==> config.mk <==
export PLATFORM = sky130hd
export DESIGN_NAME = charger_mode_and_reset_ctrl
export DESIGN_NICKNAME = d
export VERILOG_FILES = /design/src/core/charger_reset_pkg.sv /design/src/core/lf_tick_gen.sv /design/src/core/charger_mode_and_reset_ctrl.sv
export SDC_FILE = /design/constraint.sdc
export NUM_CORES = 1
export LEC_CHECK = 0
export ABC_AREA = 1
export BUFFER_PORTS_ARGS = -buffer_cell sky130_fd_sc_hd__buf_2
export CAP_MARGIN = 20
export CORE_MARGIN = 1
export CORE_UTILIZATION = 45
export CTS_CLUSTER_DIAMETER = 100
export DETAILED_ROUTE_END_ITERATION = 8
export GPL_ROUTABILITY_DRIVEN = 0
export GPL_TIMING_DRIVEN = 0
export SYNTH_ARGS = -nofsm -noshare
export SYNTH_HDL_FRONTEND = slang
export SYNTH_SLANG_ARGS = --single-unit
==> constraint.sdc <==
create_clock -name core_clk_in -period 2.2 [get_ports core_clk_in]
set_clock_uncertainty 0.1 [all_clocks]
set_input_delay 0 -clock core_clk_in [delete_from_list [all_inputs] [get_ports core_clk_in]]
set_output_delay 0 -clock core_clk_in [all_outputs]
set_load 0.01 [all_outputs]
==> src/core/charger_reset_pkg.sv <==
package charger_reset_pkg;

  // ==========
  // timing
  localparam int CLK_MHZ           = 200;
  localparam int LF_TICK_US        = 500;
  localparam int TICK_CYCLES       = LF_TICK_US * CLK_MHZ;
  localparam int PIN_FILTER_MIN_US = 1500;
  localparam int PIN_FILTER_TICKS  = PIN_FILTER_MIN_US / LF_TICK_US + 1;
  localparam int HOLD_TICKS        = 2;
  localparam int PROTECT_MS        = 2000;
  localparam int PROTECT_TICKS     = PROTECT_MS * 1000 / LF_TICK_US;
  localparam int POWER_OFF_MS      = 2400;
  localparam int POWER_OFF_TICKS   = POWER_OFF_MS * 1000 / LF_TICK_US;
  localparam int TICK_CNT_W        = 13;

  // ==========
  // register map (byte offsets)
  localparam logic [4:0] OFF_CTRL   = 5'h00;
  localparam logic [4:0] OFF_FAST   = 5'h04;
  localparam logic [4:0] OFF_BREAK  = 5'h08;
  localparam logic [4:0] OFF_WDOG   = 5'h0c;
  localparam logic [4:0] OFF_KICK   = 5'h10;
  localparam logic [4:0] OFF_STATUS = 5'h14;

  localparam int CTRL_CHG_EN_BIT   = 0;
  localparam int CTRL_WDOG_EN_BIT  = 1;
  localparam int CTRL_XTAL_CFG_BIT = 2;

  localparam int ST_MODE_LSB  = 0;
  localparam int ST_CV_BIT    = 3;
  localparam int ST_PROT_BIT  = 4;
  localparam int ST_WARM_BIT  = 5;
  localparam int ST_ERR_BIT   = 6;
  localparam int ST_CAUSE_LSB = 8;

  localparam int CAUSE_POR    = 0;
  localparam int CAUSE_PIN    = 1;
  localparam int CAUSE_ATTACH = 2;
  localparam int CAUSE_BREAK  = 3;
  localparam int CAUSE_WDOG   = 4;
  localparam int NUM_CAUSES   = 5;

  // reset values, fast-current limits and trickle divider
  localparam logic [2:0]  CTRL_RESET  = 3'h0;
  localparam logic [7:0]  FAST_MA_MIN = 8'h0a;
  localparam logic [7:0]  FAST_MA_MAX = 8'hc8;
  localparam logic [7:0]  FAST_RESET  = 8'h64;
  localparam logic [7:0]  TRICKLE_DIV = 8'h0a;
  localparam logic [15:0] BREAK_RESET = 16'h0000;
  localparam logic [15:0] WDOG_RESET  = 16'h0000;

  // synchroniser lanes
  localparam int SY_RST_N   = 0;
  localparam int SY_RX      = 1;
  localparam int SY_REGEN   = 2;
  localparam int SY_CHG     = 3;
  localparam int SY_XTAL    = 4;
  localparam int SY_FAST_HI = 5;
  localparam int SY_FAST_LO = 6;
  localparam int SY_FLOAT   = 7;
  localparam int SY_HYST    = 8;
  localparam int SY_TERM    = 9;
  localparam int SY_NEAR    = 10;
  localparam int NUM_SYNC   = 11;
  localparam logic [NUM_SYNC-1:0] SYNC_RESET = 11'h003;

  typedef enum logic [2:0] {
    MODE_DISABLED = 3'b000,
    MODE_TRICKLE  = 3'b001,
    MODE_FAST     = 3'b010,
    MODE_STANDBY  = 3'b011,
    MODE_ERROR    = 3'b100
  } charger_mode_e;

  typedef enum logic [1:0] {
    RS_RUN  = 2'b00,
    RS_HOLD = 2'b01,
    RS_OFF  = 2'b10
  } reset_state_e;

endpackage

==> src/core/lf_tick_gen.sv <==
`timescale 1ns/1ps
`default_nettype none

module lf_tick_gen #(
  parameter int TICK_CYCLES = 100000
) (
  input  wire logic core_clk_in,
  input  wire logic rst_in,
  output logic      tick_out
);

  localparam int CW = $clog2(TICK_CYCLES);

  if (TICK_CYCLES < 2) begin : g_bad_tick
    $error("tick period must be at least two cycles");
  end

  logic [CW-1:0] count_reg;

  // free-running divider, one-cycle enable at wrap
  always_ff @(posedge core_clk_in) begin
    if (rst_in) begin
      count_reg <= '0;
      tick_out  <= 1'b0;
    end else if (count_reg == CW'(TICK_CYCLES - 1)) begin
      count_reg <= '0;
      tick_out  <= 1'b1;
    end else begin
      count_reg <= count_reg + 1'b1;
      tick_out  <= 1'b0;
    end
  end

endmodule

`default_nettype wire

==> src/core/charger_mode_and_reset_ctrl.sv <==
`timescale 1ns/1ps
`default_nettype none

module charger_mode_and_reset_ctrl #(
  parameter int TICK_CYCLES = charger_reset_pkg::TICK_CYCLES
) (
  input  wire logic        core_clk_in,
  input  wire logic        rst_in,
  input  wire logic [4:0]  avs_address_in,
  input  wire logic        avs_read_in,
  input  wire logic        avs_write_in,
  input  wire logic [31:0] avs_writedata_in,
  output logic      [31:0] avs_readdata_out,
  output logic             avs_waitrequest_out,
  input  wire logic        reset_pin_n_in,
  input  wire logic        serial_receive_pin_in,
  input  wire logic        regulator_enable_pin_in,
  input  wire logic        charger_present_in,
  input  wire logic        crystal_present_in,
  input  wire logic        bat_above_fast_hi_in,
  input  wire logic        bat_above_fast_lo_in,
  input  wire logic        bat_at_float_in,
  input  wire logic        bat_below_float_hyst_in,
  input  wire logic        current_below_term_in,
  input  wire logic        bat_near_charger_in,
  output logic      [2:0]  charger_mode_out,
  output logic             charge_enable_out,
  output logic             cv_regulate_out,
  output logic      [7:0]  charge_current_ma_out,
  output logic             charger_error_event_out,
  output logic             core_reset_out,
  output logic             warm_reset_out,
  output logic             protect_active_out,
  output logic             power_hold_out,
  output logic             pins_hiz_out,
  output logic      [2:0]  pull_strong_up_out,
  output logic             pull_weak_up_out,
  output logic      [2:0]  pull_weak_down_out,
  output logic             xtal_assume_max_out,
  output logic             osc_free_run_out
);

  import charger_reset_pkg::*;

  if (TICK_CYCLES < 2) begin : g_bad_tick
    $error("tick period must be at least two cycles");
  end

  // ==========
  // input synchronisers and slow tick
  logic [NUM_SYNC-1:0] sync_meta_reg;
  logic [NUM_SYNC-1:0] sync_reg;
  logic                tick;

  // two flops per asynchronous input
  always_ff @(posedge core_clk_in) begin
    if (rst_in) begin
      sync_meta_reg <= SYNC_RESET;
      sync_reg      <= SYNC_RESET;
    end else begin
      sync_meta_reg <= {bat_near_charger_in, current_below_term_in, bat_below_float_hyst_in,
                        bat_at_float_in, bat_above_fast_lo_in, bat_above_fast_hi_in,
                        crystal_present_in, charger_present_in, regulator_enable_pin_in,
                        serial_receive_pin_in, reset_pin_n_in};
      sync_reg      <= sync_meta_reg;
    end
  end

  lf_tick_gen #(
    .TICK_CYCLES (TICK_CYCLES)
  ) u_tick (
    .core_clk_in (core_clk_in),
    .rst_in      (rst_in),
    .tick_out    (tick)
  );

  logic regen_prev_reg;
  logic chg_prev_reg;
  logic regen_rise;
  logic chg_rise;

  // edge history for power-on and attach
  always_ff @(posedge core_clk_in) begin
    if (rst_in) begin
      regen_prev_reg <= 1'b0;
      chg_prev_reg   <= 1'b0;
    end else begin
      regen_prev_reg <= sync_reg[SY_REGEN];
      chg_prev_reg   <= sync_reg[SY_CHG];
    end
  end

  assign regen_rise = sync_reg[SY_REGEN] & ~regen_prev_reg;
  assign chg_rise   = sync_reg[SY_CHG] & ~chg_prev_reg;

  // ==========
  // avalon slave
  logic                  wait_reg;
  logic [31:0]           rdata_reg;
  logic [2:0]            ctrl_reg;
  logic [7:0]            fast_ma_reg;
  logic [15:0]           break_ticks_reg;
  logic [15:0]           wdog_ticks_reg;
  logic                  err_sticky_reg;
  logic [NUM_CAUSES-1:0] cause_reg;
  logic                  wr_en;
  logic                  kick;
  reset_state_e          rs_state_reg;
  reset_state_e          rs_next;
  charger_mode_e         mode_reg;
  charger_mode_e         mode_next;
  logic                  warm_reg;
  logic                  core_reset_reg;
  logic [TICK_CNT_W-1:0] protect_cnt_reg;

  function automatic logic hit(input logic [4:0] addr, input logic [4:0] off);
    hit = (addr == off);
  endfunction

  function automatic logic [7:0] clamp_fast(input logic [31:0] value);
    if (value < 32'(FAST_MA_MIN)) clamp_fast = FAST_MA_MIN;
    else if (value > 32'(FAST_MA_MAX)) clamp_fast = FAST_MA_MAX;
    else clamp_fast = value[7:0];
  endfunction

  assign wr_en = avs_write_in & ~wait_reg;
  assign kick  = wr_en & hit(avs_address_in, OFF_KICK);

  // one wait cycle, then answer for one cycle
  always_ff @(posedge core_clk_in) begin
    if (rst_in) begin
      wait_reg <= 1'b1;
    end else if (!wait_reg) begin
      wait_reg <= 1'b1;
    end else if (avs_read_in | avs_write_in) begin
      wait_reg <= 1'b0;
    end
  end

  // read data latched while waitrequest is high
  always_ff @(posedge core_clk_in) begin
    if (rst_in) begin
      rdata_reg <= 32'h0000_0000;
    end else if (avs_read_in && wait_reg) begin
      rdata_reg <= 32'h0000_0000;
      if (hit(avs_address_in, OFF_CTRL))   rdata_reg[2:0]  <= ctrl_reg;
      if (hit(avs_address_in, OFF_FAST))   rdata_reg[7:0]  <= fast_ma_reg;
      if (hit(avs_address_in, OFF_BREAK))  rdata_reg[15:0] <= break_ticks_reg;
      if (hit(avs_address_in, OFF_WDOG))   rdata_reg[15:0] <= wdog_ticks_reg;
      if (hit(avs_address_in, OFF_STATUS)) begin
        rdata_reg[ST_MODE_LSB +: 3]          <= mode_reg;
        rdata_reg[ST_CV_BIT]                 <= cv_regulate_out;
        rdata_reg[ST_PROT_BIT]               <= protect_active_out;
        rdata_reg[ST_WARM_BIT]               <= warm_reg;
        rdata_reg[ST_ERR_BIT]                <= err_sticky_reg;
        rdata_reg[ST_CAUSE_LSB +: NUM_CAUSES] <= cause_reg;
      end
    end
  end

  assign avs_readdata_out    = rdata_reg;
  assign avs_waitrequest_out = wait_reg;

  // configuration; a cold restart from off clears it
  always_ff @(posedge core_clk_in) begin
    if (rst_in || rs_state_reg == RS_OFF) begin
      ctrl_reg        <= CTRL_RESET;
      fast_ma_reg     <= FAST_RESET;
      break_ticks_reg <= BREAK_RESET;
      wdog_ticks_reg  <= WDOG_RESET;
    end else if (wr_en) begin
      if (hit(avs_address_in, OFF_CTRL))  ctrl_reg <= avs_writedata_in[2:0];
      if (hit(avs_address_in, OFF_FAST))  fast_ma_reg <= clamp_fast(avs_writedata_in);
      if (hit(avs_address_in, OFF_BREAK)) break_ticks_reg <= avs_writedata_in[15:0];
      if (hit(avs_address_in, OFF_WDOG))  wdog_ticks_reg <= avs_writedata_in[15:0];
    end
  end

  // ==========
  // reset sources
  logic [TICK_CNT_W-1:0] pin_low_reg;
  logic [15:0]           brk_cnt_reg;
  logic [15:0]           wdog_cnt_reg;
  logic                  por_pending_reg;
  logic                  pin_req;
  logic                  pin_off;
  logic                  brk_req;
  logic                  wdog_req;
  logic                  attach_req;
  logic                  any_req;
  logic [TICK_CNT_W-1:0] hold_cnt_reg;

  // slow-tick samples of the low reset pin
  always_ff @(posedge core_clk_in) begin
    if (rst_in || sync_reg[SY_RST_N]) begin
      pin_low_reg <= '0;
    end else if (tick && pin_low_reg != '1) begin
      pin_low_reg <= pin_low_reg + 1'b1;
    end
  end

  assign pin_req = pin_low_reg >= TICK_CNT_W'(PIN_FILTER_TICKS);
  assign pin_off = pin_low_reg > TICK_CNT_W'(POWER_OFF_TICKS);

  // receive line held low
  always_ff @(posedge core_clk_in) begin
    if (rst_in || sync_reg[SY_RX]) begin
      brk_cnt_reg <= '0;
    end else if (tick && brk_cnt_reg != '1) begin
      brk_cnt_reg <= brk_cnt_reg + 1'b1;
    end
  end

  assign brk_req = (break_ticks_reg != 16'h0000) && (brk_cnt_reg >= break_ticks_reg);

  // watchdog, cleared by kick or while disabled
  always_ff @(posedge core_clk_in) begin
    if (rst_in || kick || core_reset_reg || !ctrl_reg[CTRL_WDOG_EN_BIT]) begin
      wdog_cnt_reg <= '0;
    end else if (tick && wdog_cnt_reg != '1) begin
      wdog_cnt_reg <= wdog_cnt_reg + 1'b1;
    end
  end

  assign wdog_req = ctrl_reg[CTRL_WDOG_EN_BIT] && (wdog_ticks_reg != 16'h0000)
                    && (wdog_cnt_reg >= wdog_ticks_reg);
  assign attach_req = chg_rise;
  assign any_req    = pin_req | brk_req | wdog_req | attach_req | por_pending_reg;

  // ==========
  // reset sequencer
  always_comb begin
    rs_next = rs_state_reg;
    case (rs_state_reg)
      RS_RUN: begin
        if (any_req) rs_next = RS_HOLD;
      end
      RS_HOLD: begin
        if (pin_off) rs_next = RS_OFF;
        else if (!pin_req && !brk_req && hold_cnt_reg >= TICK_CNT_W'(HOLD_TICKS)) rs_next = RS_RUN;
      end
      RS_OFF: begin
        if (regen_rise || chg_rise) rs_next = RS_HOLD;
      end
      default: rs_next = RS_HOLD;
    endcase
  end

  always_ff @(posedge core_clk_in) begin
    if (rst_in) begin
      rs_state_reg   <= RS_HOLD;
      core_reset_reg <= 1'b1;
    end else begin
      rs_state_reg   <= rs_next;
      core_reset_reg <= (rs_next != RS_RUN);
    end
  end

  // minimum hold in reset, counted in slow ticks
  always_ff @(posedge core_clk_in) begin
    if (rst_in || rs_state_reg != RS_HOLD) begin
      hold_cnt_reg <= '0;
    end else if (tick && hold_cnt_reg != '1) begin
      hold_cnt_reg <= hold_cnt_reg + 1'b1;
    end
  end

  // power-on pending until the first hold is taken
  always_ff @(posedge core_clk_in) begin
    if (rst_in) begin
      por_pending_reg <= 1'b1;
      warm_reg        <= 1'b0;
    end else if (rs_state_reg == RS_OFF && rs_next == RS_HOLD) begin
      por_pending_reg <= 1'b0;
      warm_reg        <= 1'b0;
    end else if (rs_state_reg == RS_HOLD && por_pending_reg) begin
      por_pending_reg <= 1'b0;
      warm_reg        <= 1'b0;
    end else if (rs_state_reg == RS_RUN && rs_next == RS_HOLD) begin
      warm_reg        <= ~por_pending_reg;
    end
  end

  // sticky causes, set wins over write-one-clear
  always_ff @(posedge core_clk_in) begin
    if (rst_in) begin
      cause_reg <= '0;
    end else begin
      for (int i = 0; i < NUM_CAUSES; i++) begin
        if (wr_en && hit(avs_address_in, OFF_STATUS) && avs_writedata_in[ST_CAUSE_LSB + i])
          cause_reg[i] <= 1'b0;
      end
      if (rs_state_reg == RS_RUN && rs_next == RS_HOLD) begin
        if (por_pending_reg) cause_reg[CAUSE_POR]    <= 1'b1;
        if (pin_req)         cause_reg[CAUSE_PIN]    <= 1'b1;
        if (attach_req)      cause_reg[CAUSE_ATTACH] <= 1'b1;
        if (brk_req)         cause_reg[CAUSE_BREAK]  <= 1'b1;
        if (wdog_req)        cause_reg[CAUSE_WDOG]   <= 1'b1;
      end
      if (rs_state_reg == RS_OFF && rs_next == RS_HOLD) cause_reg[CAUSE_POR] <= 1'b1;
      if (rs_state_reg == RS_HOLD && por_pending_reg) cause_reg[CAUSE_POR] <= 1'b1;
    end
  end

  // protection window after restart from an unexpected reset
  always_ff @(posedge core_clk_in) begin
    if (rst_in) begin
      protect_cnt_reg <= '0;
    end else if (rs_state_reg == RS_HOLD && rs_next == RS_RUN && warm_reg) begin
      protect_cnt_reg <= TICK_CNT_W'(PROTECT_TICKS);
    end else if (tick && protect_cnt_reg != '0) begin
      protect_cnt_reg <= protect_cnt_reg - 1'b1;
    end
  end

  // pin states follow the reset; oscillator free-runs while no crystal is present
  always_ff @(posedge core_clk_in) begin
    if (rst_in) begin
      core_reset_out      <= 1'b1;
      warm_reset_out      <= 1'b0;
      protect_active_out  <= 1'b0;
      power_hold_out      <= 1'b1;
      pins_hiz_out        <= 1'b1;
      pull_strong_up_out  <= 3'h7;
      pull_weak_up_out    <= 1'b1;
      pull_weak_down_out  <= 3'h7;
      xtal_assume_max_out <= 1'b1;
      osc_free_run_out    <= 1'b0;
    end else begin
      core_reset_out      <= core_reset_reg;
      warm_reset_out      <= warm_reg;
      protect_active_out  <= (protect_cnt_reg != '0);
      power_hold_out      <= (rs_state_reg != RS_OFF);
      pins_hiz_out        <= core_reset_reg;
      pull_strong_up_out  <= {3{core_reset_reg}};
      pull_weak_up_out    <= core_reset_reg;
      pull_weak_down_out  <= {3{core_reset_reg}};
      xtal_assume_max_out <= core_reset_reg | ~ctrl_reg[CTRL_XTAL_CFG_BIT];
      osc_free_run_out    <= ~sync_reg[SY_XTAL];
    end
  end

  // ==========
  // charger mode machine, evaluated every cycle
  always_comb begin
    mode_next = mode_reg;
    if (core_reset_reg || !ctrl_reg[CTRL_CHG_EN_BIT]) begin
      mode_next = MODE_DISABLED;
    end else if (sync_reg[SY_NEAR]) begin
      mode_next = MODE_ERROR;
    end else begin
      case (mode_reg)
        MODE_DISABLED, MODE_ERROR: begin
          mode_next = sync_reg[SY_FAST_HI] ? MODE_FAST : MODE_TRICKLE;
        end
        MODE_TRICKLE: begin
          if (sync_reg[SY_FAST_HI]) mode_next = MODE_FAST;
        end
        MODE_FAST: begin
          if (!sync_reg[SY_FAST_LO]) mode_next = MODE_TRICKLE;
          else if (sync_reg[SY_FLOAT] && sync_reg[SY_TERM]) mode_next = MODE_STANDBY;
        end
        MODE_STANDBY: begin
          if (sync_reg[SY_HYST]) mode_next = MODE_FAST;
        end
        default: mode_next = MODE_DISABLED;
      endcase
    end
  end

  always_ff @(posedge core_clk_in) begin
    if (rst_in) begin
      mode_reg <= MODE_DISABLED;
    end else begin
      mode_reg <= mode_next;
    end
  end

  // charge drive and status outputs
  always_ff @(posedge core_clk_in) begin
    if (rst_in) begin
      charger_mode_out        <= MODE_DISABLED;
      charge_enable_out       <= 1'b0;
      cv_regulate_out         <= 1'b0;
      charge_current_ma_out   <= 8'h00;
      charger_error_event_out <= 1'b0;
    end else begin
      charger_mode_out        <= mode_next;
      charge_enable_out       <= (mode_next == MODE_TRICKLE) || (mode_next == MODE_FAST);
      cv_regulate_out         <= (mode_next == MODE_FAST) && sync_reg[SY_FLOAT];
      case (mode_next)
        MODE_TRICKLE: charge_current_ma_out <= fast_ma_reg / TRICKLE_DIV;
        MODE_FAST:    charge_current_ma_out <= fast_ma_reg;
        default:      charge_current_ma_out <= 8'h00;
      endcase
      charger_error_event_out <= (mode_next == MODE_ERROR) && (mode_reg != MODE_ERROR);
    end
  end

  // sticky error flag, set wins over write-one-clear
  always_ff @(posedge core_clk_in) begin
    if (rst_in) begin
      err_sticky_reg <= 1'b0;
    end else if (mode_next == MODE_ERROR && mode_reg != MODE_ERROR) begin
      err_sticky_reg <= 1'b1;
    end else if (wr_en && hit(avs_address_in, OFF_STATUS) && avs_writedata_in[ST_ERR_BIT]) begin
      err_sticky_reg <= 1'b0;
    end
  end

endmodule

`default_nettype wire

==> results of run 1 <==
[worst max-delay path by stage]
| stage | from | end | depth (start not counted) |
|---|---|---|---|
| 2_1_floorplan | break_ticks_reg[13]$_SDFFE_PP0P_ | core_reset_reg$_SDFF_PP1_ | 14 |
| 3_3_place_gp | break_ticks_reg[1]$_SDFFE_PP0P_ | core_reset_reg$_SDFF_PP1_ | 14 |
| 3_5_place_dp | break_ticks_reg[1]$_SDFFE_PP0P_ | core_reset_reg$_SDFF_PP1_ | 14 |
| 4_1_cts | break_ticks_reg[15]$_SDFFE_PP0P_ | protect_cnt_reg[0]$_SDFFE_PP0P_ | 16 |
| 5_1_grt | break_ticks_reg[11]$_SDFFE_PP0P_ | protect_cnt_reg[1]$_SDFFE_PP0P_ | 14 |
| 6_report | break_ticks_reg[11]$_SDFFE_PP0P_ | protect_cnt_reg[1]$_SDFFE_PP0P_ | 14 |
[timing repair]
item / 4_1_cts / 5_1_grt
endpoints found under the setup margin: 20 / 36
hold buffers: 38 / 0
hold endpoints to repair: 71 / 0
gates resized for setup: 13 / 71
buffers inserted: 0 / 1
pin swaps: 2 / 12
[power by group]
group	switching, mW	leakage (nW)	internal [mW]
sequential	0.0315	1.66	3.75
clock	1.58	0.406	2.46
combinational	0.268	2.97	0.190
total	1.88	5.04	6.40
[cells by family (layout without fill, tap and decap cells)]
logic type,count (synthesis),after routing,share of synthesized area (%)
AO/OA/AOI/OAI,290,290,15.9
adder cells (fa/ha/maj),40,40,5.04
AND/OR/NAND/NOR,520,520,24.7
buffers and inverters,267,444,11.2
other,1,16,0.0378
XOR/XNOR,23,23,2.03
flip-flops,204,204,41.1
[critical path, cell delays in order, from the launching register on]
cell and delay [ps]:
dfxtp_2 350, inv_1 50, ha_1 310, a21oi_2 140
o21ai_1 100, a21oi_2 160, nand3_2 100, nand2_2 80
inv_2 50, nor2_4 140, nand2_1 80, nand3_2 100
nand2_4 110, nand2_8 120, nor2_4 50
[layout by cell type (no fill, tap or decap), drive strengths merged, types with 2 or more instances in the layout]
cell	instances
a211oi	2
a21oi	141
a221oi	2
a31oi	8
buf	126
bufinv	2
clkbuf	51
clkinv	8
conb	16
dfxtp	204
dlygate4sd3	38
ha	40
inv	218
nand2	192
nand3	64
nand3b	2
nand4	22
nor2	148
nor3	55
nor3b	5
nor4	27
o211ai	7
o21a	7
o21ai	109
o221ai	3
o22ai	3
or2	4
xnor2	8
xor2	15
[layout make-up]
class                           instances  area share, %
Multi-Input combinational cell        889           41.3
Inverter                              218           6.65
Timing Repair Buffer                  134           7.01
Clock inverter                         11          0.872
Clock buffer                           32           5.69
Buffer                                 49           2.42
Sequential cell                       204           33.3
Tap cell                              275           2.79
[through the flow]
step           power, mW  cells
2_1_floorplan       4.08   1360
3_3_place_gp        4.24   1730
3_5_place_dp        4.25   1730
4_1_cts             8.34   1811
5_1_grt             8.56   1812
6_report            8.28   1812
[routing by layer]
metal | vias to the layer above | wire, um | global-route usage, %
li1 | 4772 | - | -
met1 | 4191 | 12400 | 32.0
met2 | 265 | 11800 | 37.8
met3 | 38 | 1760 | 4.91
met4 | 0 | 592 | 6.55
met5 | - | 0 | 0
==> impl_metrics.ini, run 1 <==
[floorplan]
dieHeight_um = 151
start_util_pct = 46.5
core-area_mm2 = 0.0214
die_w_um = 151
rows = 53
io_pins = 113
die-area_mm2 = 0.0227

[clock_tree]
insertion_delay_ps = 530
htreeDepth = 1
cts_buffers = 24
cts-root-buf = clkbuf_16
clkTransAtPathRegs_ps = 60
cts_buffer_depth = 3
clock_sinks = 204
tritoncts = built

[critical_path]
cp.required_ps = 2490
r2r_end = protect_cnt_reg[1]$_SDFFE_PP0P_
critical_path_class = reg2reg
start_kind = flip-flop
cp_max_fo = 7
r2r_slack_ps = 50
r2r_start = break_ticks_reg[11]$_SDFFE_PP0P_
worst-endpoint-arrival_ps = 2440
worstSetupEndpointType = flip-flop
rr_worst_depth = 14

[place]
port_buffers = 95
pre_cts_ws_ps = -239
dp_hpwl_um = 19900
place_area_mm2 = 0.0108

[global_route]
grt_usage_pct = 23.6
antenna_found_initial = 0
grt_pass1_wl_um = 42300
grt_overflow_total = 0
grt_pass1_vias = 8320
grt_max_degree = 14

[timing]
layout_setup_ws_ps = 48.8
tightest_slew_ps = 686
clock.fmax_ghz = 0.465
final.setup.tns_ps = 0
setup_viol = 0
drv_slew = 0
fin_hold_ws_ps = 26.9
finalCritPeriodShare_pct = 97.8
hold_viol_final = 0
slew-limit-headroom_pct = 54.3
min_period_ps = 2150
grt_setup_unrepaired = yes

[pwr]
power.density_mw_per_mm2 = 671
peakVddDrop_uv = 456
leakage_nw = 5.04

[logic_synthesis]
yosysSeqAreaShare_pct = 41.1
ys_async_sr_fraction_pct = 0
synth_edf_count = 0
synth_area_leaders = dfxtp_1 41%, inv_1 7.4%, a21oi_1 7.0%
yosysTopAreaCell = dfxtp_1
synth_top_area_share_pct = 41.1
postSynthCellCount = 1345
synth_ff_type = dfxtp_1
syn_area_per_cell_um2 = 7.39
synth_common_cells = 204 x dfxtp_1, 195 x inv_1, 182 x nand2_1
synth-seq-cells = 204
synth_area_mm2 = 0.00993
synth_cell_types = 51
ys_warn_count = 0
synth.most_common_cell = dfxtp_1

[finish]
regArea_mm2 = 0.00411
fillers = 2014
utilization_pct = 57.8
drive_gt1_share_pct = 19.9
area_growth_pct = 24.3
num_antenna_cells = 0
final_area_mm2 = 0.0123
largest_reg_flops = 17
fin_nets = 1612
multiInputGateArea_mm2 = 0.00509

[worst_hold_path]
hp-class = in2reg
whs_endpoint = avs_readdata_out[3]$_SDFFE_PP0P_
worst_hold_path.num_cells = 6
hp-start = avs_address_in[1]

[drt]
firstDrtPassIters = 5
drt_wl_total_um = 26600
via_per_inst = 5.11
drc = 0
num_vias = 9266
drt_iter0_markers = 550
ant_nets = 0
routedWlPerCell_um = 14.7

[run_status]
outcome = completed

[flow_run]
max-cap-violations = 0
(Power assumes the default switching activity.)
==> run 2, diff against run 1 <==
--- a/config.mk
+++ b/config.mk
@@ -5,7 +5,7 @@
 export SDC_FILE = /design/constraint.sdc
 export NUM_CORES = 1
 export LEC_CHECK = 0
-export ABC_AREA = 1
+export ABC_AREA = 0
 export BUFFER_PORTS_ARGS = -buffer_cell sky130_fd_sc_hd__buf_2
 export CAP_MARGIN = 20
 export CORE_MARGIN = 1
@@ -14,6 +14,7 @@
 export DETAILED_ROUTE_END_ITERATION = 8
 export GPL_ROUTABILITY_DRIVEN = 0
 export GPL_TIMING_DRIVEN = 0
+export MAX_ROUTING_LAYER = met4
 export SYNTH_ARGS = -nofsm -noshare
 export SYNTH_HDL_FRONTEND = slang
 export SYNTH_SLANG_ARGS = --single-unit
==> run 2 against run 1 <==
The run now ends with negative setup slack left; final area is 0.69% lower; sequential share of layout area up 0.31 points; clock power increased by 3%; highest routed layer unchanged.
==> impl_metrics.ini, run 2 <==
[pwr]
power_mw = 8.36
leakage_nw = 4.70
peakVddDrop_uv = 518
power.density_mw_per_mm2 = 682

[finish]
num_antenna_cells = 0
largest_reg_flops = 17
drive_gt1_share_pct = 20.0
final_cells = 1634
area_growth_pct = 26.0
fin_nets = 1434
mostFrequentLayoutCell = dfxtp_1
fillers = 1946
mostFrequentLayoutCells = 180 x dfxtp_1, 145 x nand2_1, 142 x nor2_1
final_area_mm2 = 0.0123
utilization_pct = 58.1

[critical_path]
r2r_slack_ps = -220
start_kind = flip-flop
cp.required_ps = 2520
rr_worst_depth = 8
r2r_start = break_ticks_reg[11]$_SDFFE_PP0P_
cp_top_family = compound AO/OA/AOI/OAI gates
crit_chain = inv_1 > ha_1 > nand4_1 > a2111oi_4 > a211o_4 > a221oi_4 > or2b_1 > o41ai_2
cpMaxStageDelayCell = dfxtp_1
worstSetupEndpointType = flip-flop
worst-endpoint-arrival_ps = 2740
critical_path_class = reg2reg
critical-path-max-stage-delay_ps = 380
cp_max_fo = 4
path_buf_inv = 1
r2r_end = warm_reg$_SDFFE_PP0P_

[timing]
finalCritPeriodShare_pct = 110
final.setup.tns_ps = -2390
hold_viol_final = 0
drv_slew = 0
clock.fmax_ghz = 0.413
fin_hold_ws_ps = 8.92
min_period_ps = 2420
layout_setup_ws_ps = -219
grt_setup_unrepaired = yes
setup_viol = 16
slew-limit-headroom_pct = 44.2
tightest_slew_ps = 837

[logic_synthesis]
synth_cell_types = 85
yosysTopAreaCell = dfxtp_1
ys_warn_count = 0
syn_area_per_cell_um2 = 8.40
postSynthCellCount = 1158
synth_area_mm2 = 0.00973
synth_area_leaders = dfxtp_1 42%, nor2_1 5.7%, nand2_1 5.6%
ys_async_sr_fraction_pct = 0
synth_common_cells = 204 x dfxtp_1, 148 x nor2_1, 145 x nand2_1
yosysSeqAreaShare_pct = 42.0
synth_ff_type = dfxtp_1
synth_top_area_share_pct = 42.0
synth_edf_count = 0
synth.most_common_cell = dfxtp_1
synth-seq-cells = 204

[clock_tree]
insertion_delay_ps = 520
cts_buffers = 24
tritoncts = built
cts_buffer_depth = 3
clkTransAtPathRegs_ps = 60
clock_sinks = 204
htreeDepth = 1
cts-root-buf = clkbuf_16

[global_route]
grt_pass1_wl_um = 42000
grt_pass1_vias = 8071
busiest_layer = met2
grt_use_met1_pct = 32.2
antenna_found_initial = 0
grt_max_degree = 14
grtUsageMet3_pct = 3.27
grt_usage_pct = 24.3
grt_use_met2_pct = 38.4
grt_overflow_total = 0

[floorplan]
rows = 53
io_pins = 113
dieHeight_um = 149
die_w_um = 149
die-area_mm2 = 0.0222
core-area_mm2 = 0.0211
start_util_pct = 46.1

[drt]
drt_wl_total_um = 26500
via_per_inst = 5.29
firstDrtPassIters = 5
ant_nets = 0
drc = 0
drt_iter0_markers = 548
routedWlPerCell_um = 16.2
num_vias = 8638

[place]
pre_cts_ws_ps = -294
place_inst = 1543
port_buffers = 95
dp_hpwl_um = 18900
place_area_mm2 = 0.0106

[worst_hold_path]
hp-start = avs_address_in[1]
hp-class = in2reg
worst_hold_path.num_cells = 6
whs_endpoint = fast_ma_reg[0]$_SDFFE_PP0P_

[run_status]
failed_checks = negative setup slack
outcome = finished with violations

[flow_run]
max-cap-violations = 0
-- run 2: how the worst max path moves through the flow --
stage / endpoint / startpoint / slack (ps) / cells past startpoint
6_report: warm_reg$_SDFFE_PP0P_ / break_ticks_reg[11]$_SDFFE_PP0P_ / -220 / 8
5_1_grt: warm_reg$_SDFFE_PP0P_ / break_ticks_reg[11]$_SDFFE_PP0P_ / -300 / 8
4_1_cts: protect_cnt_reg[3]$_SDFFE_PP0P_ / break_ticks_reg[5]$_SDFFE_PP0P_ / -160 / 9
3_5_place_dp: protect_cnt_reg[4]$_SDFFE_PP0P_ / break_ticks_reg[4]$_SDFFE_PP0P_ / -290 / 9
3_3_place_gp: protect_cnt_reg[12]$_SDFFE_PP0P_ / break_ticks_reg[4]$_SDFFE_PP0P_ / -290 / 9
2_1_floorplan: protect_cnt_reg[1]$_SDFFE_PP0P_ / break_ticks_reg[5]$_SDFFE_PP0P_ / -4 / 9
-- run 2: logic make-up (layout without fill, tap and decap cells) --
| logic type | count (synthesis) | count (layout) | synth area share, % |
|---|---|---|---|
| AND/OR/NAND/NOR | 508 | 508 | 25.4 |
| adder cells (fa/ha/maj) | 40 | 40 | 5.14 |
| multiplexers | 5 | 5 | 0.527 |
| flip-flops | 204 | 204 | 42.0 |
| AO/OA/AOI/OAI | 200 | 200 | 14.5 |
| buffers and inverters | 128 | 314 | 5.90 |
| XOR/XNOR | 72 | 72 | 6.48 |
| other | 1 | 16 | 0.0385 |
-- run 2: final cells by class --
cell class	count	area (um2)	area share [%]
multi-input cells	841	5440	44.3
flip-flops and latches	204	4120	33.6
well taps	275	344	2.81
inverters	60	228	1.86
clock buffers	33	716	5.84
repair buffers	144	936	7.63
clock inverters	10	128	1.04
plain buffers	67	350	2.86
-- run 2: report_power, final --
part	internal, mW	total (mW)	switching, mW
Combinational	0.184	0.430	0.246
Clock	2.61	4.17	1.56
Sequential	3.74	3.76	0.0233
Total	6.53	8.36	1.83
-- run 2: layer usage --
layer,vias up,part of all wire [%]
met5,-,0
li1,4367,-
met2,284,45
met3,47,6.2
met4,0,2.9
met1,3940,46
-- run 2: worst reg2reg max path: cells and delay by family, from the launching register on --
family	cells	cell delay [ps]
AO/OA/AOI/OAI	4	1000
adder cells (fa/ha/maj)	1	310
buffers and inverters	1	70
flip-flops	1	380
AND/OR/NAND/NOR	2	460
-- run 2: timing repair --
item / in CTS / in global routing
endpoints found under the hold margin: 64 / 0
pin swaps: 16 / 16
endpoints found under the setup margin: 27 / 55
gates resized for setup: 25 / 60
hold buffers: 36 / 0
buffers inserted: 6 / 7
==> run 3, diff against run 2 <==
--- a/config.mk
+++ b/config.mk
@@ -13,7 +13,6 @@
 export CTS_CLUSTER_DIAMETER = 100
 export DETAILED_ROUTE_END_ITERATION = 8
 export GPL_ROUTABILITY_DRIVEN = 0
-export GPL_TIMING_DRIVEN = 0
 export MAX_ROUTING_LAYER = met4
 export SYNTH_ARGS = -nofsm -noshare
 export SYNTH_HDL_FRONTEND = slang
==> run 3 against run 2 <==
Final area rose by 2.9%; sequential power is essentially flat; the run still ends with negative setup slack left; critical path type unchanged; critical path depth increased by 1; via count grew 2.8%; sequential cell count is the same; global-route usage up 0.15 points; sequential share of layout area down 1.1 points; die area is the same; count of clock-buffer cells in the layout rose by 1; utilization up 1.7 points.
==> impl_metrics.ini, run 3 (same netlist as run 2, synthesis figures left out) <==
[critical_path]
r2r_end = protect_cnt_reg[3]$_SDFFE_PP0P_
critical_path_class = reg2reg
cp.required_ps = 2490
r2r_start = break_ticks_reg[5]$_SDFFE_PP0P_
r2r_slack_ps = -90
cp_max_fo = 7
start_kind = flip-flop
worst-endpoint-arrival_ps = 2580
worstSetupEndpointType = flip-flop
rr_worst_depth = 9

[global_route]
grt_use_met1_pct = 32.4
grt_use_met2_pct = 38.6
grt_pass1_vias = 8338
grt_overflow_total = 0
grt_pass1_wl_um = 42300
antenna_found_initial = 0
grt_max_degree = 44
grt_usage_pct = 24.5
busiest_layer = met2
grtUsageMet3_pct = 3.18

[floorplan]
die-area_mm2 = 0.0222
io_pins = 113
rows = 53
core-area_mm2 = 0.0211
die_w_um = 149
start_util_pct = 46.1
dieHeight_um = 149

[drt]
drt_iter0_markers = 655
num_vias = 8881
ant_nets = 0
drc = 0
routedWlPerCell_um = 15.7
via_per_inst = 5.29
drt_wl_total_um = 26400
firstDrtPassIters = 5

[finish]
largest_reg_flops = 17
multiInputGateArea_mm2 = 0.00536
regArea_mm2 = 0.00410
area_growth_pct = 29.7
fillers = 1892
fin_nets = 1482
num_antenna_cells = 0
mostFrequentLayoutCell = dfxtp_1
drive_gt1_share_pct = 23.9
final_area_mm2 = 0.0126
mostFrequentLayoutCells = 188 x dfxtp_1, 145 x nand2_1, 144 x nor2_1

[clock_tree]
clock_sinks = 204
cts-root-buf = clkbuf_16
cts_buffer_depth = 3
tritoncts = built
insertion_delay_ps = 500
cts_buffers = 23
clkTransAtPathRegs_ps = 60
htreeDepth = 1

[pwr]
power_mw = 8.07
peakVddDrop_uv = 669
leakage_nw = 5.03
power.density_mw_per_mm2 = 639

[timing]
grt_setup_unrepaired = yes
clock.fmax_ghz = 0.437
hold_viol_final = 0
fin_hold_ws_ps = 18.3
tightest_slew_ps = 718
setup_viol = 12
min_period_ps = 2290
layout_setup_ws_ps = -86.2
slew-limit-headroom_pct = 51.8
drv_slew = 0
finalCritPeriodShare_pct = 104

[place]
dp_hpwl_um = 18900
port_buffers = 96
place_area_mm2 = 0.0112

[run_status]
outcome = finished with violations
failed_checks = negative setup slack

[flow_run]
max-cap-violations = 0

[worst_hold_path]
hp-start = rst_in
worst_hold_path.num_cells = 4
whs_endpoint = protect_cnt_reg[1]$_SDFFE_PP0P_
hp-class = in2reg
[run 3: cell count changes in the layout (fill, tap and decap cells not counted), moves of 3 or more]
cell | previous run | this run
buf_4 | 37 | 123
clkbuf_2 | 5 | 0
clkbuf_1 | 35 | 3
buf_1 | 3 | 0
dfxtp_1 | 180 | 188
dfxtp_4 | 3 | 0
clkinv_2 | 6 | 3
dfxtp_2 | 21 | 16
dlygate4sd3_1 | 35 | 41
[run 3: power breakdown]
group          total [mW]  switching (mW)  internal [mW]
Clock                3.89            1.48           2.40
Combinational       0.414           0.234          0.180
Sequential           3.77          0.0245           3.74
Total                8.07            1.74           6.33
[run 3: timing repair]
item | in CTS | in global routing
pin swaps | 18 | 13
hold endpoints to repair | 87 | 0
setup endpoints to repair | 17 | 28
hold buffers | 41 | 0
buffers inserted | 1 | 4
gates resized for setup | 24 | 32
[run 3: cell type report]
type	instances	share of cell area, %
multi-input combinational	841	42.5
sequential	204	32.5
timing repair buffer	260	14.4
clock buffer	34	5.52
tap	275	2.73
inverter	60	1.78
clock inverter	5	0.595
[run 3: routing by layer]
metal	up-vias	wire [um]
li1	4461	-
met1	4141	12400
met2	236	12000
met3	43	1330
met4	0	671
met5	-	0
[run 3: through the flow]
stage	setup WS [ps]	instances	TNS [ps]	util (%)
detailed placement	-192	1595	-1850	53.1
CTS	-76.4	1676	-552	59.2
finish	-86.2	1679	-707	59.8
global route	-164	1679	-2080	59.8
global placement	-129	1595	-1270	53.1
floorplan	-3.78	1173	-5.98	-
[run 3: worst max-delay path: stages (launching register included)]
cell,delay [ps]
dfxtp_2,330
inv_2,40
ha_4,210
a2111oi_4,310
nor2b_1,170
o21ai_1,70
a211o_2,360
a211o_4,410
nand2_8,120
nor2_1,40
[run 3: worst max-delay path by stage]
stage	start	endpoint	slack [ps]	cells after the start
2_1_floorplan	break_ticks_reg[5]$_SDFFE_PP0P_	protect_cnt_reg[1]$_SDFFE_PP0P_	-4	9
3_3_place_gp	wdog_cnt_reg[0]$_SDFFE_PP0P_	warm_reg$_SDFFE_PP0P_	-130	9
3_5_place_dp	wdog_ticks_reg[5]$_SDFFE_PP0P_	warm_reg$_SDFFE_PP0P_	-190	9
4_1_cts	break_ticks_reg[5]$_SDFFE_PP0P_	protect_cnt_reg[0]$_SDFFE_PP0P_	-80	9
5_1_grt	break_ticks_reg[5]$_SDFFE_PP0P_	protect_cnt_reg[3]$_SDFFE_PP0P_	-160	9
6_report	break_ticks_reg[5]$_SDFFE_PP0P_	protect_cnt_reg[3]$_SDFFE_PP0P_	-90	9
